$ cat src/ftmc_regs.svh
// Register offsets, field positions, codes and lengths of the flow codec
`ifndef FTMC_REGS_SVH
`define FTMC_REGS_SVH

// APB register byte offsets
`define FTMC_TX_CMD 8'h00
`define FTMC_STATUS 8'h04
`define FTMC_MASK 8'h08
`define FTMC_CNF_CODE 8'h0C
`define FTMC_RX_TYPE 8'h10
`define FTMC_RX_DATA 8'h14

// Event bit positions in status and mask
`define FTMC_EV_END_REQ 0
`define FTMC_EV_END_CNF 1
`define FTMC_EV_BW_IND 2
`define FTMC_EV_SHIFT_REQ 3
`define FTMC_EV_PROTO_ERR 4
`define FTMC_EV_TX_DONE 5
`define FTMC_EV_COUNT 6

// Reset values
`define FTMC_MASK_RST 6'h00
`define FTMC_CNF_CODE_RST 8'h00

// Termination reason codes
`define FTMC_RSN_NORMAL 8'h00
`define FTMC_RSN_NO_RES 8'h01
`define FTMC_RSN_TUNNEL 8'h02
`define FTMC_RSN_DISCON 8'h03
`define FTMC_RSN_LAST 8'h03

// Termination result codes
`define FTMC_END_OK 8'h00
`define FTMC_END_BROKEN 8'h01
`define FTMC_END_UNKNOWN 8'h02
`define FTMC_END_LAST 8'h02

// Allocation shift confirmation code
`define FTMC_SHIFT_RECEIVED 8'h00

// Payload lengths in octets
`define FTMC_LEN_END_REQ 3'h4
`define FTMC_LEN_END_CNF 3'h3
`define FTMC_LEN_BW_IND 3'h4
`define FTMC_LEN_SHIFT_REQ 3'h4
`define FTMC_LEN_SHIFT_CNF 3'h3

`endif

$ cat src/ftmc_pkg.sv
// Types shared by both ends of the flow codec
package ftmc_pkg;

  // Management message kinds carried on the link
  typedef enum logic [2:0] {
    FTMC_END_REQ = 3'b000,
    FTMC_END_CNF = 3'b001,
    FTMC_BW_IND = 3'b010,
    FTMC_SHIFT_REQ = 3'b011,
    FTMC_SHIFT_CNF = 3'b100
  } ftmc_msg_t;

endpackage

$ cat src/ftmc_link_if.sv
// Octet link between a node and the domain master
`timescale 1ns/1ns
interface ftmc_link_if;
  logic n2m_vld;
  ftmc_pkg::ftmc_msg_t n2m_type;
  logic [7:0] n2m_octet;
  logic n2m_last;
  logic m2n_vld;
  ftmc_pkg::ftmc_msg_t m2n_type;
  logic [7:0] m2n_octet;
  logic m2n_last;

  modport node_mp (
    output n2m_vld, n2m_type, n2m_octet, n2m_last,
    input m2n_vld, m2n_type, m2n_octet, m2n_last
  );
  modport master_mp (
    input n2m_vld, n2m_type, n2m_octet, n2m_last,
    output m2n_vld, m2n_type, m2n_octet, m2n_last
  );
endinterface

$ cat src/ftmc_ser.sv
// Payload serializer: sends up to four octets, octet 0 first
`timescale 1ns/1ns
module ftmc_ser #(
  parameter int OCTETS = 4
) (
  input wire logic ref_clk_in,
  input wire logic rst_in,
  input wire logic start_in,
  input wire ftmc_pkg::ftmc_msg_t type_in,
  input wire logic [8*OCTETS-1:0] octets_in,
  input wire logic [2:0] len_in,
  output logic busy_out,
  output logic vld_out,
  output ftmc_pkg::ftmc_msg_t type_out,
  output logic [7:0] octet_out,
  output logic last_out
);

  typedef struct packed {
    logic busy;
    logic [2:0] idx;
    logic [2:0] len;
    logic [8*OCTETS-1:0] buf_oct;
    logic vld;
    ftmc_pkg::ftmc_msg_t typ;
    logic [7:0] octet;
    logic last;
  } ftmc_ser_st_t;

  ftmc_ser_st_t q, d;

  // Start only while idle; one octet per cycle afterwards
  always_comb begin
    d = q;
    d.vld = 1'b0;
    d.last = 1'b0;
    if (!q.busy && start_in) begin
      d.busy = 1'b1;
      d.idx = 3'h0;
      d.len = len_in;
      d.buf_oct = octets_in;
      d.typ = type_in;
    end else if (q.busy) begin
      d.vld = 1'b1;
      d.octet = q.buf_oct[8*q.idx +: 8];
      d.last = (q.idx == q.len - 3'h1);
      d.idx = q.idx + 3'h1;
      if (d.last) begin
        d.busy = 1'b0;
      end
    end
  end

  // State register
  always_ff @(posedge ref_clk_in) begin
    if (rst_in) begin
      q <= '0;
    end else begin
      q <= d;
    end
  end

  assign busy_out = q.busy;
  assign vld_out = q.vld;
  assign type_out = q.typ;
  assign octet_out = q.octet;
  assign last_out = q.last;

endmodule // ftmc_ser

$ cat src/ftmc_master.sv
// Domain master end: APB registers, parser, replies and interrupt
//
// Notes on behaviour
// [RULE1] End request: ender, originator, flow, reason
// [RULE2] Reason 00 is ordinary originator termination
// [RULE3] Master reasons: 01 resources, 02 tunnel, 03 endpoint; the master also sends reason 00 if software writes it
// [RULE4] Reasons 04 to FF never sent
// [RULE5] Every end request answered by end confirm
// [RULE6] End confirm: originator, flow, result code
// [RULE7] Results: 00 done, 01 broken, 02 unknown
// [RULE8] Node reports bandwidth changes to master
// [RULE9] Hidden nodes also send bandwidth indication
// [RULE10] Bandwidth indication: node, flow, 16-bit request
// [RULE11] Node asks master to shift slots
// [RULE12] Shift request: node, flow, signed microseconds
// [RULE13] Master confirms each shift request
// [RULE14] Shift confirm code 00 means received
// [RULE15] Two-octet fields carry high byte first
// [RULE16] Reserved codes raise protocol error, ignored
//
// The APB register port and the placing of the registers were left to the implementer.
`timescale 1ns/1ns
`include "ftmc_regs.svh"
module ftmc_master (
  input wire logic ref_clk_in,
  input wire logic rst_in,
  ftmc_link_if.master_mp link,
  input wire logic psel_in,
  input wire logic penable_in,
  input wire logic pwrite_in,
  input wire logic [7:0] paddr_in,
  input wire logic [31:0] pwdata_in,
  output logic [31:0] prdata_out,
  output logic pready_out,
  output logic pslverr_out,
  output logic irq_out
);

  localparam int EV = `FTMC_EV_COUNT;

  typedef struct packed {
    logic rdy;
    logic err;
    logic [31:0] rdata;
    logic [EV-1:0] sts;
    logic [EV-1:0] msk;
    logic [7:0] cnf_code;
    logic irq;
    logic [2:0] rx_idx;
    logic [31:0] rx_buf;
    ftmc_pkg::ftmc_msg_t rx_type;
    logic [31:0] rx_data;
    logic rep_pend;
    ftmc_pkg::ftmc_msg_t rep_type;
    logic [23:0] rep_oct;
    logic tx_pend;
    logic [31:0] tx_oct;
  } ftmc_mst_st_t;

  ftmc_mst_st_t q, d;

  logic setup;
  logic access;
  logic wr;
  logic mapped;
  logic [EV-1:0] ev;
  logic [EV-1:0] clr;
  logic [31:0] rx_word;
  logic ser_busy;
  logic ser_start;
  logic ser_rep;
  ftmc_pkg::ftmc_msg_t ser_type;
  logic [31:0] ser_oct;
  logic [2:0] ser_len;

  ////////////////////////////////////////////////////////////////////////////
  // APB decode

  // Setup cycle loads the answer; access completes with no wait state
  assign setup = psel_in && !penable_in;
  assign access = psel_in && penable_in && q.rdy;
  assign wr = access && pwrite_in;

  always_comb begin
    case (paddr_in)
      `FTMC_TX_CMD, `FTMC_STATUS, `FTMC_MASK, `FTMC_CNF_CODE,
      `FTMC_RX_TYPE, `FTMC_RX_DATA: mapped = 1'b1;
      default: mapped = 1'b0;
    endcase
  end

  ////////////////////////////////////////////////////////////////////////////
  // Sender selection

  // Replies win over software traffic so a node is never left waiting
  assign ser_rep = q.rep_pend;
  assign ser_start = !ser_busy && (q.rep_pend || q.tx_pend);
  assign ser_type = ser_rep ? q.rep_type : ftmc_pkg::FTMC_END_REQ;
  assign ser_oct = ser_rep ? {8'h00, q.rep_oct} : q.tx_oct;
  assign ser_len = !ser_rep ? `FTMC_LEN_END_REQ :
                   (q.rep_type == ftmc_pkg::FTMC_END_CNF) ?
                   `FTMC_LEN_END_CNF : `FTMC_LEN_SHIFT_CNF;

  // Incoming octet merged at its position, octet 0 in the low byte
  assign rx_word = q.rx_buf | ({24'h000000, link.n2m_octet}
                   << {q.rx_idx, 3'b000});

  ////////////////////////////////////////////////////////////////////////////
  // Next-state logic
  always_comb begin
    d = q;
    ev = '0;
    clr = '0;
    d.rdy = setup;
    d.err = setup && !mapped;

    // Read data captured in the setup cycle
    if (setup) begin
      case (paddr_in)
        `FTMC_TX_CMD: d.rdata = {31'h0, q.tx_pend};
        `FTMC_STATUS: d.rdata = {26'h0, q.sts};
        `FTMC_MASK: d.rdata = {26'h0, q.msk};
        `FTMC_CNF_CODE: d.rdata = {24'h000000, q.cnf_code};
        `FTMC_RX_TYPE: d.rdata = {29'h0, q.rx_type};
        `FTMC_RX_DATA: d.rdata = q.rx_data;
        default: d.rdata = 32'h00000000;
      endcase
    end

    // Sender hand-off
    if (ser_start) begin
      if (ser_rep) begin
        d.rep_pend = 1'b0;
      end else begin
        d.tx_pend = 1'b0;
        ev[`FTMC_EV_TX_DONE] = 1'b1;
      end
    end

    // Register writes
    if (wr) begin
      case (paddr_in)
        `FTMC_TX_CMD: begin
          // [RULE4] reserved reasons never sent
          if (pwdata_in[31:24] > `FTMC_RSN_LAST) begin
            ev[`FTMC_EV_PROTO_ERR] = 1'b1;
          end else if (!q.tx_pend) begin
            // [RULE1] [RULE3] ender, originator, flow, reason
            d.tx_oct = pwdata_in;
            d.tx_pend = 1'b1;
          end
        end
        `FTMC_STATUS: clr = pwdata_in[EV-1:0];
        `FTMC_MASK: d.msk = pwdata_in[EV-1:0];
        `FTMC_CNF_CODE: d.cnf_code = pwdata_in[7:0];
        default: d.msk = q.msk;
      endcase
    end

    // Parser: octets gather until the last of a message
    if (link.n2m_vld) begin
      d.rx_buf = rx_word;
      d.rx_idx = q.rx_idx + 3'h1;
      if (link.n2m_last) begin
        d.rx_buf = '0;
        d.rx_idx = 3'h0;
        d.rx_type = link.n2m_type;
        d.rx_data = rx_word;
        case (link.n2m_type)
          ftmc_pkg::FTMC_END_REQ: begin
            // [RULE16] reserved reason flagged, not acted on
            if (rx_word[31:24] > `FTMC_RSN_LAST) begin
              ev[`FTMC_EV_PROTO_ERR] = 1'b1;
            end else begin
              // [RULE2] [RULE3] valid reason accepted
              ev[`FTMC_EV_END_REQ] = 1'b1;
              // [RULE5] [RULE6] [RULE7] confirm names same flow
              d.rep_pend = 1'b1;
              d.rep_type = ftmc_pkg::FTMC_END_CNF;
              d.rep_oct = {q.cnf_code, rx_word[23:16], rx_word[15:8]};
            end
          end
          ftmc_pkg::FTMC_END_CNF: begin
            // [RULE16] [RULE7] result above 02 is reserved
            if (rx_word[23:16] > `FTMC_END_LAST) begin
              ev[`FTMC_EV_PROTO_ERR] = 1'b1;
            end else begin
              ev[`FTMC_EV_END_CNF] = 1'b1;
            end
          end
          // [RULE8] [RULE10] [RULE15] request kept high byte first
          ftmc_pkg::FTMC_BW_IND: ev[`FTMC_EV_BW_IND] = 1'b1;
          ftmc_pkg::FTMC_SHIFT_REQ: begin
            // [RULE11] [RULE12] shift stored for software
            ev[`FTMC_EV_SHIFT_REQ] = 1'b1;
            // [RULE13] [RULE14] receipt confirmed, code 00
            d.rep_pend = 1'b1;
            d.rep_type = ftmc_pkg::FTMC_SHIFT_CNF;
            d.rep_oct = {`FTMC_SHIFT_RECEIVED, rx_word[15:8],
                         rx_word[7:0]};
          end
          default: ev[`FTMC_EV_PROTO_ERR] = 1'b1;
        endcase
      end
    end

    // Sticky status: a new event beats a write-one clear
    d.sts = (q.sts & ~clr) | ev;
    d.irq = |(d.sts & d.msk);
  end

  ////////////////////////////////////////////////////////////////////////////
  // State register
  always_ff @(posedge ref_clk_in) begin
    if (rst_in) begin
      q <= '0;
      q.msk <= `FTMC_MASK_RST;
      q.cnf_code <= `FTMC_CNF_CODE_RST;
    end else begin
      q <= d;
    end
  end

  // Octet sender toward the nodes
  ftmc_ser #(.OCTETS(4)) u_ser (
    .ref_clk_in(ref_clk_in),
    .rst_in(rst_in),
    .start_in(ser_start),
    .type_in(ser_type),
    .octets_in(ser_oct),
    .len_in(ser_len),
    .busy_out(ser_busy),
    .vld_out(link.m2n_vld),
    .type_out(link.m2n_type),
    .octet_out(link.m2n_octet),
    .last_out(link.m2n_last)
  );

  assign prdata_out = q.rdata;
  assign pready_out = q.rdy;
  assign pslverr_out = q.err;
  assign irq_out = q.irq;

endmodule // ftmc_master

$ cat src/flat_wrapper.sv
// flat-port wrapper written by rule: the top's interface ports become plain ports
module ftmc_master_flat 
  (ref_clk_in, rst_in, psel_in, penable_in, pwrite_in, paddr_in, pwdata_in, prdata_out, pready_out, pslverr_out, irq_out, link_n2m_vld, link_n2m_type, link_n2m_octet, link_n2m_last, link_m2n_vld, link_m2n_type, link_m2n_octet, link_m2n_last);
  ftmc_link_if link_i ();
  input wire logic ref_clk_in;
  input wire logic rst_in;
  input wire logic psel_in;
  input wire logic penable_in;
  input wire logic pwrite_in;
  input wire logic [7:0] paddr_in;
  input wire logic [31:0] pwdata_in;
  output logic [31:0] prdata_out;
  output logic pready_out;
  output logic pslverr_out;
  output logic irq_out;
  input wire logic [$bits(link_i.n2m_vld)-1:0] link_n2m_vld;
  input wire logic [$bits(link_i.n2m_type)-1:0] link_n2m_type;
  input wire logic [$bits(link_i.n2m_octet)-1:0] link_n2m_octet;
  input wire logic [$bits(link_i.n2m_last)-1:0] link_n2m_last;
  output wire logic [$bits(link_i.m2n_vld)-1:0] link_m2n_vld;
  output wire logic [$bits(link_i.m2n_type)-1:0] link_m2n_type;
  output wire logic [$bits(link_i.m2n_octet)-1:0] link_m2n_octet;
  output wire logic [$bits(link_i.m2n_last)-1:0] link_m2n_last;
  assign link_i.n2m_vld = link_n2m_vld;
  assign link_i.n2m_type = link_n2m_type;
  assign link_i.n2m_octet = link_n2m_octet;
  assign link_i.n2m_last = link_n2m_last;
  assign link_m2n_vld = link_i.m2n_vld;
  assign link_m2n_type = link_i.m2n_type;
  assign link_m2n_octet = link_i.m2n_octet;
  assign link_m2n_last = link_i.m2n_last;
  ftmc_master u_core (.ref_clk_in(ref_clk_in), .rst_in(rst_in), .link(link_i), .psel_in(psel_in), .penable_in(penable_in), .pwrite_in(pwrite_in), .paddr_in(paddr_in), .pwdata_in(pwdata_in), .prdata_out(prdata_out), .pready_out(pready_out), .pslverr_out(pslverr_out), .irq_out(irq_out));
endmodule
$ cat config.mk
export PLATFORM = sky130hd
export DESIGN_NAME = ftmc_master_flat
export DESIGN_NICKNAME = d
export VERILOG_FILES = /design/src/ftmc_pkg.sv /design/src/ftmc_link_if.sv /design/src/ftmc_ser.sv /design/src/ftmc_master.sv /design/src/flat_wrapper.sv
export VERILOG_INCLUDE_DIRS = /design/src
export SDC_FILE = /design/constraint.sdc
export NUM_CORES = 1
export LEC_CHECK = 0
export ABC_CLOCK_PERIOD_IN_PS = 2000
export BUFFER_PORTS_ARGS = -buffer_cell sky130_fd_sc_hd__buf_2
export CAP_MARGIN = 20
export CORE_MARGIN = 5
export CORE_UTILIZATION = 25
export DETAILED_ROUTE_END_ITERATION = 7
export PLACE_DENSITY_LB_ADDON = 0.12
export SETUP_SLACK_MARGIN = 0.3
export SLEW_MARGIN = 40
export SYNTH_ARGS = -nofsm -noshare
export SYNTH_HDL_FRONTEND = slang
export SYNTH_SLANG_ARGS = --single-unit
$ cat constraint.sdc
create_clock -name ref_clk_in -period 2 [get_ports ref_clk_in]
set_input_delay 0.2 -clock ref_clk_in [delete_from_list [all_inputs] [get_ports ref_clk_in]]
set_output_delay 0.2 -clock ref_clk_in [all_outputs]
set_load 0.005 [all_outputs]
==> results_dict.tcl, run 1 <==
set metrics [dict create \
    arrival_ps 2310 \
    synth-adder-area-share 0.00261 \
    slew_headroom 0.475 \
    die_x_um 206 \
    avgRoutedWirePerCell_um 18.0 \
    cp-startpoint "u_core.q[122]" \
    hold_violations 0 \
    cap_violations 0 \
    final_common_cell "dfxtp_1" \
    rr_startpoint "u_core.q[122]" \
    drive_gt1_frac 0.220 \
    min_from "link_n2m_octet[1]" \
    synth.area.mux_share 0.0603 \
    end_kind "register" \
    grt_pass1_wl_mm 47.4 \
    path_buf_inv 1 \
    multiInputGateArea_mm2 0.00433 \
    final-seq-area_mm2 0.00471 \
    crit_cells 7 \
    worstSetupPathType "register to register" \
    dieHeight_um 206 \
    synth_async_sr_flop_share 0 \
    cts_sinks 235 \
    core_mm2 0.0378 \
    drt_wl_total_mm 30.8 \
    whs_path_depth 3 \
    ir_drop_v 0.000550 \
    firstDrtPassIters 7 \
    syn2layout_area_growth_pct 25.4 \
    cts_tree "built" \
    n_antenna_cell 0 \
    synth-seq-cells 235 \
    start_util 0.254 \
    status "finished clean" \
    finalCriticalPeriod_ps 1890 \
    synth.distinct_cells 61 \
    grt.total_usage 0.142 \
    io_buffer_count 104 \
    critPathTopFamily "simple AND/OR/NAND/NOR gates" \
    insertion_delay_ps 550 \
    rsz0062_at_grt "yes" \
    viasPerCell 4.61 \
    yosysSeqAreaShare 0.491 \
    syn_area_mm2 0.00959 \
    route.antenna.remaining_nets 0 \
    drcViolationCount 0 \
    hp-class "primary input to register" \
    drv_slew 0 \
    rr_endpoint "u_core.q[38]" \
    cts_htree_levels 1 \
    finClkSkew_ps 14.2 \
    min_to "u_core.q[121]" \
    cp-start-kind "register" \
    worstMarginPinSlew_ps 781 \
    required_ps 2410 \
    root_buffer "clkbuf_16" \
    grt_max_degree 62 \
    synth_top_family_by_area "simple AND/OR/NAND/NOR gates" \
    gp_congestion 0.745 \
    power_density_mw_per_mm2 914 \
    clock_path_buffers 3 \
    fp.dieArea_mm2 0.0424 \
    grt_pass1_vias 7849 \
    setup_violations 0 \
    yosysWarnings 0 \
    antenna_found_initial 0 \
    r2r_cells 7 \
    p_leak_nw 4.32 \
    io_pins 106 \
    synth_simple_gate_area_share 0.198 \
    num_vias 7862 \
    final_nets 1236 \
    setup_tns_ps 0 \
    synth_ff_type "dfxtp_1" \
    path_cells "or4_4 > nor4_4 > buf_4 > and3_4 > a21oi_1 > a21oi_2 > nor3_2" \
    clk_pin_slew_ps 60 \
    fillers 4030 \
    period_share 0.947 \
    max_stage_delay_ps 540 \
    critPathMaxFanout 5 \
    clock.fmax_mhz 528 \
    overflow 0 \
    final_cell_mix "dfxtp_1 (229), nor2_1 (166), a21oi_1 (116), nand2_1 (112), buf_2 (103)" \
    netlist_instances 1088 \
    crit_slowest_cell "or4_4" \
    synth_xor_area_frac 0.00457 \
    drt-initial-drc-count 433 \
    num_rows 71 \
    syn-num-nets 1148 \
    dp_hpwl_mm 21.0 \
    cts_buffers 28 \
    finalPower_w 0.0110 \
    synth-edff-count 0 \
    synth_compound_area_frac 0.170 \
    reg2reg_slack_ps 110 \
    syn_avg_cell_area_um2 8.81 \
]
==> layer usage <==
metal	vias up	global-route usage	wire length, um
met5	-	0	0
met4	0	0.0345	537
met3	37	0.0199	1140
met2	138	0.223	13800
met1	3726	0.206	15300
li1	3961	-	-
==> worst max path at each step <==
stage	end	slack [ps]
CTS	u_core.irq_out	60
global placement	u_core.irq_out	-40
finish	u_core.q[38]	110
floorplan	u_core.q[35]	260
detailed placement	u_core.irq_out	-20
global route	u_core.q[40]	10
==> power by group <==
part	total, W	leakage, nW	internal [W]	switching (W)
clock	0.00546	0.487	0.00339	0.00206
sequential	0.00483	1.90	0.00477	0.0000611
combinational	0.000708	1.93	0.000281	0.000427
total	0.0110	4.32	0.00845	0.00255
==> final cells by class <==
type / count / area share
Clock inverter: 10 / 0.0127
Inverter: 2 / 0.000624
Multi-Input combinational cell: 724 / 0.360
Tap cell: 511 / 0.0532
Sequential cell: 235 / 0.392
Clock buffer: 39 / 0.0693
Timing Repair Buffer: 185 / 0.112
==> timing repair <==
item                                   4_1_cts  5_1_grt
gates resized for setup                     24       22
setup buffers                                3        1
endpoints found under the hold margin       53        0
setup endpoints to repair                   43       62
gates cloned                                 2        1
pin swaps                                    7        8
hold buffers                                32        0
==> logic make-up (layout without fill, tap and decap cells) <==
kind of cell               count (synthesis)  after routing
and+or+nand+nor                          412            413
AOI/OAI and AO/OA                        256            256
DFF                                      235            235
buffers and inverters                    130            236
muxes                                     47             47
xor gates and xnor gates                   5              5
adders and majority gates                  2              2
other                                      1              1
==> sequential cells by signal (all words and copies together) (netlist names) <==
signal and cells:
u_core.prdata_out 32, u_core.pslverr_out 1, u_core.u_ser.last_out 1, u_core.u_ser.q 37, u_core.u_ser.type_out 2, u_core.u_ser.busy_out 1, u_core.irq_out 1, u_core.ser_rep 1
u_core.u_ser.vld_out 1, u_core.u_ser.octet_out 8, u_core.pready_out 1, u_core.q 149
==> cells in the mapped netlist (all sizes together) (2+ instances only) <==
library cell | count | area (um^2)
o211ai | 4 | 35.0
a31oi | 4 | 25.0
and4b | 2 | 20.0
nor2 | 169 | 634
ha | 2 | 25.0
a221oi | 3 | 26.3
a211oi | 52 | 390
mux2 | 6 | 67.6
or4 | 2 | 18.8
xnor2 | 2 | 17.5
and2 | 12 | 75.1
a21oi | 128 | 656
mux2i | 33 | 330
o22ai | 8 | 50.1
nand4 | 8 | 50.1
o31ai | 3 | 36.3
dfxtp | 235 | 4700
nand3 | 19 | 95.1
nand3b | 9 | 67.6
nor2b | 4 | 25.0
buf | 67 | 468
nor4 | 3 | 25.0
mux4 | 8 | 180
o21ai | 3 | 15.0
clkbuf | 61 | 229
a22oi | 38 | 285
and3 | 5 | 36.3
nand2 | 114 | 430
a32oi | 2 | 17.5
nor3b | 3 | 38.8
inv | 2 | 7.51
and3b | 3 | 26.3
a21o | 4 | 30.0
a2bb2oi | 2 | 17.5
nor4b | 2 | 32.5
xor2 | 3 | 26.3
nor3 | 46 | 250
nand2b | 9 | 56.3
==> tightest hold or removal path, stage by stage <==
cell and delay, ps:
buf_2 190, a21oi_1 90, nor2_1 70
==> per-stage QoR <==
step	worst slack, ps	hold slack [ps]	utilization	cell area [um^2]	instances
6_report	105	42.0	0.318	12000	1706
2_1_floorplan	258	336	-	9590	1088
5_1_grt	11.1	44.4	0.318	12000	1706
3_5_place_dp	-24.1	444	0.277	10500	1618
4_1_cts	59.7	4.48	0.316	11900	1704
3_3_place_gp	-35.7	440	0.277	10500	1618
Power figures use the tool's default switching activity.
==> inputs of run 2 (changes only) <==
Settings changed: ABC_CLOCK_PERIOD_IN_PS 2000 to 2150, CELL_PAD_IN_SITES_DETAIL_PLACEMENT set to 0, CELL_PAD_IN_SITES_GLOBAL_PLACEMENT set to 1, HOLD_SLACK_MARGIN set to 0.12.
Clock period 2 ns to 2.15 ns, I/O delays scaled along.
==> results_dict.tcl, run 2 (synthesized netlist as in run 1, its figures left out) <==
set metrics [dict create \
    status "finished clean" \
    cts_htree_levels 1 \
    dieHeight_um 206 \
    finalCriticalPeriod_ps 1880 \
    rsz0062_at_grt "yes" \
    reg2reg_slack_ps 270 \
    required_ps 2560 \
    num_vias 7874 \
    grt_max_degree 79 \
    fp.dieArea_mm2 0.0424 \
    viasPerCell 4.57 \
    cp-start-kind "register" \
    r2r_cells 7 \
    io_pins 106 \
    grt_pass1_vias 8003 \
    crit_slowest_cell "or4_4" \
    ir_drop_v 0.000593 \
    grt_pass1_wl_mm 47.7 \
    antenna_found_initial 0 \
    gp_congestion 0.740 \
    layout.cells.non_filler 1722 \
    drv_slew 0 \
    worstSetupPathType "register to register" \
    drcViolationCount 0 \
    final_nets 1250 \
    end_kind "register" \
    post-route-util 0.318 \
    core_mm2 0.0378 \
    grt.total_usage 0.142 \
    final_cell_mix "dfxtp_1 (232), nor2_1 (167), a21oi_1 (117), nand2_1 (113), buf_2 (103)" \
    firstDrtPassIters 4 \
    finClkSkew_ps 21.2 \
    die_x_um 206 \
    period_share 0.877 \
    drt_wl_total_mm 30.5 \
    avgRoutedWirePerCell_um 17.7 \
    slew_headroom 0.566 \
    max_stage_delay_ps 540 \
    largest_reg_flops 149 \
    clk_pin_slew_ps 60 \
    whs_path_depth 4 \
    cts_sinks 235 \
    hp-class "primary input to register" \
    hold_violations 0 \
    drive_gt1_frac 0.206 \
    clock_path_buffers 3 \
    cap_violations 0 \
    final_common_cell "dfxtp_1" \
    dp.cells 1622 \
    insertion_delay_ps 550 \
    power_density_mw_per_mm2 826 \
    critPathMaxFanout 5 \
    start_util 0.254 \
    p_leak_nw 4.33 \
    dp_hpwl_mm 21.4 \
    n_antenna_cell 0 \
    clock.fmax_mhz 531 \
    setup_violations 0 \
    drt-initial-drc-count 365 \
    path_cells "or4_4 > nor4_4 > and3_4 > nor2_4 > buf_4 > a21oi_1 > nor2_1" \
    arrival_ps 2290 \
    io_buffer_count 104 \
    worstMarginPinSlew_ps 651 \
    root_buffer "clkbuf_16" \
    cts_buffers 29 \
    cts_tree "built" \
    syn2layout_area_growth_pct 25.3 \
    num_rows 71 \
    route.antenna.remaining_nets 0 \
    overflow 0 \
    largest_register "u_core.q" \
]
==> run 2: cell count changes in the layout (fill, tap and decap cells not counted), sizes merged <==
cell         before  now
and3              6    5
buf             152  156
bufinv            4    1
clkbuf           40   48
clkinv            5    2
clkinvlp          1    0
dlygate4sd3      32   43
inv               2    3
==> run 2: cell type report <==
cell class,count,area [um^2]
Clock buffer,48,877
Tap cell,511,639
Fill cell,4056,25700
Inverter,2,7.51
Sequential cell,235,4710
Multi-Input combinational cell,723,4280
Timing Repair Buffer,199,1460
Clock inverter,4,48.8
==> run 2: worst paths after layout <==
check	startpoint	to
min	link_n2m_vld	u_core.q[66]
min reg2reg	u_core.u_ser.q[40]	u_core.u_ser.q[40]
max	u_core.q[122]	u_core.q[48]
max reg2reg	u_core.q[122]	u_core.q[48]
==> run 2: metal layers <==
metal,routed length [um],track usage
met2,13700,0.227
met5,0,0
met3,1130,0.0207
met1,15300,0.205
met4,391,0.0271
==> run 2: repair_timing <==
action,in CTS,in global routing
pin swaps,4,4
setup buffers,3,1
gates resized for setup,9,17
setup endpoints to repair,28,31
endpoints found under the hold margin,76,16
hold buffers,42,1
gates cloned,0,1
==> run 2: through the flow <==
stage | instance area (um^2) | setup TNS (ps) | power (W) | hold WS (ps) | setup WS, ps
after floorplan | 9590 | 0 | 0.00492 | 351 | 408
after global placement | 10500 | -15.5 | 0.00520 | 439 | -15.5
after detailed placement | 10500 | 0 | 0.00520 | 444 | 4.02
after CTS | 11900 | 0 | 0.0101 | 8.42 | 228
after global routing | 12000 | 0 | 0.0104 | 212 | 181
final | 12000 | 0 | 0.00993 | 210 | 265
==> run 2: report_power, final <==
part / internal [W] / switching (W) / total (W)
clock network: 0.00287 / 0.00189 / 0.00477
registers: 0.00444 / 0.0000571 / 0.00449
logic: 0.000277 / 0.000396 / 0.000673
total: 0.00759 / 0.00235 / 0.00993
==> run 2: critical path, delay by kind of cell, from the launching register on <==
kind,cells,cell delay [ps]
simple gates,5,1130
compound gates,1,140
buf+inv,1,160
flops,1,320
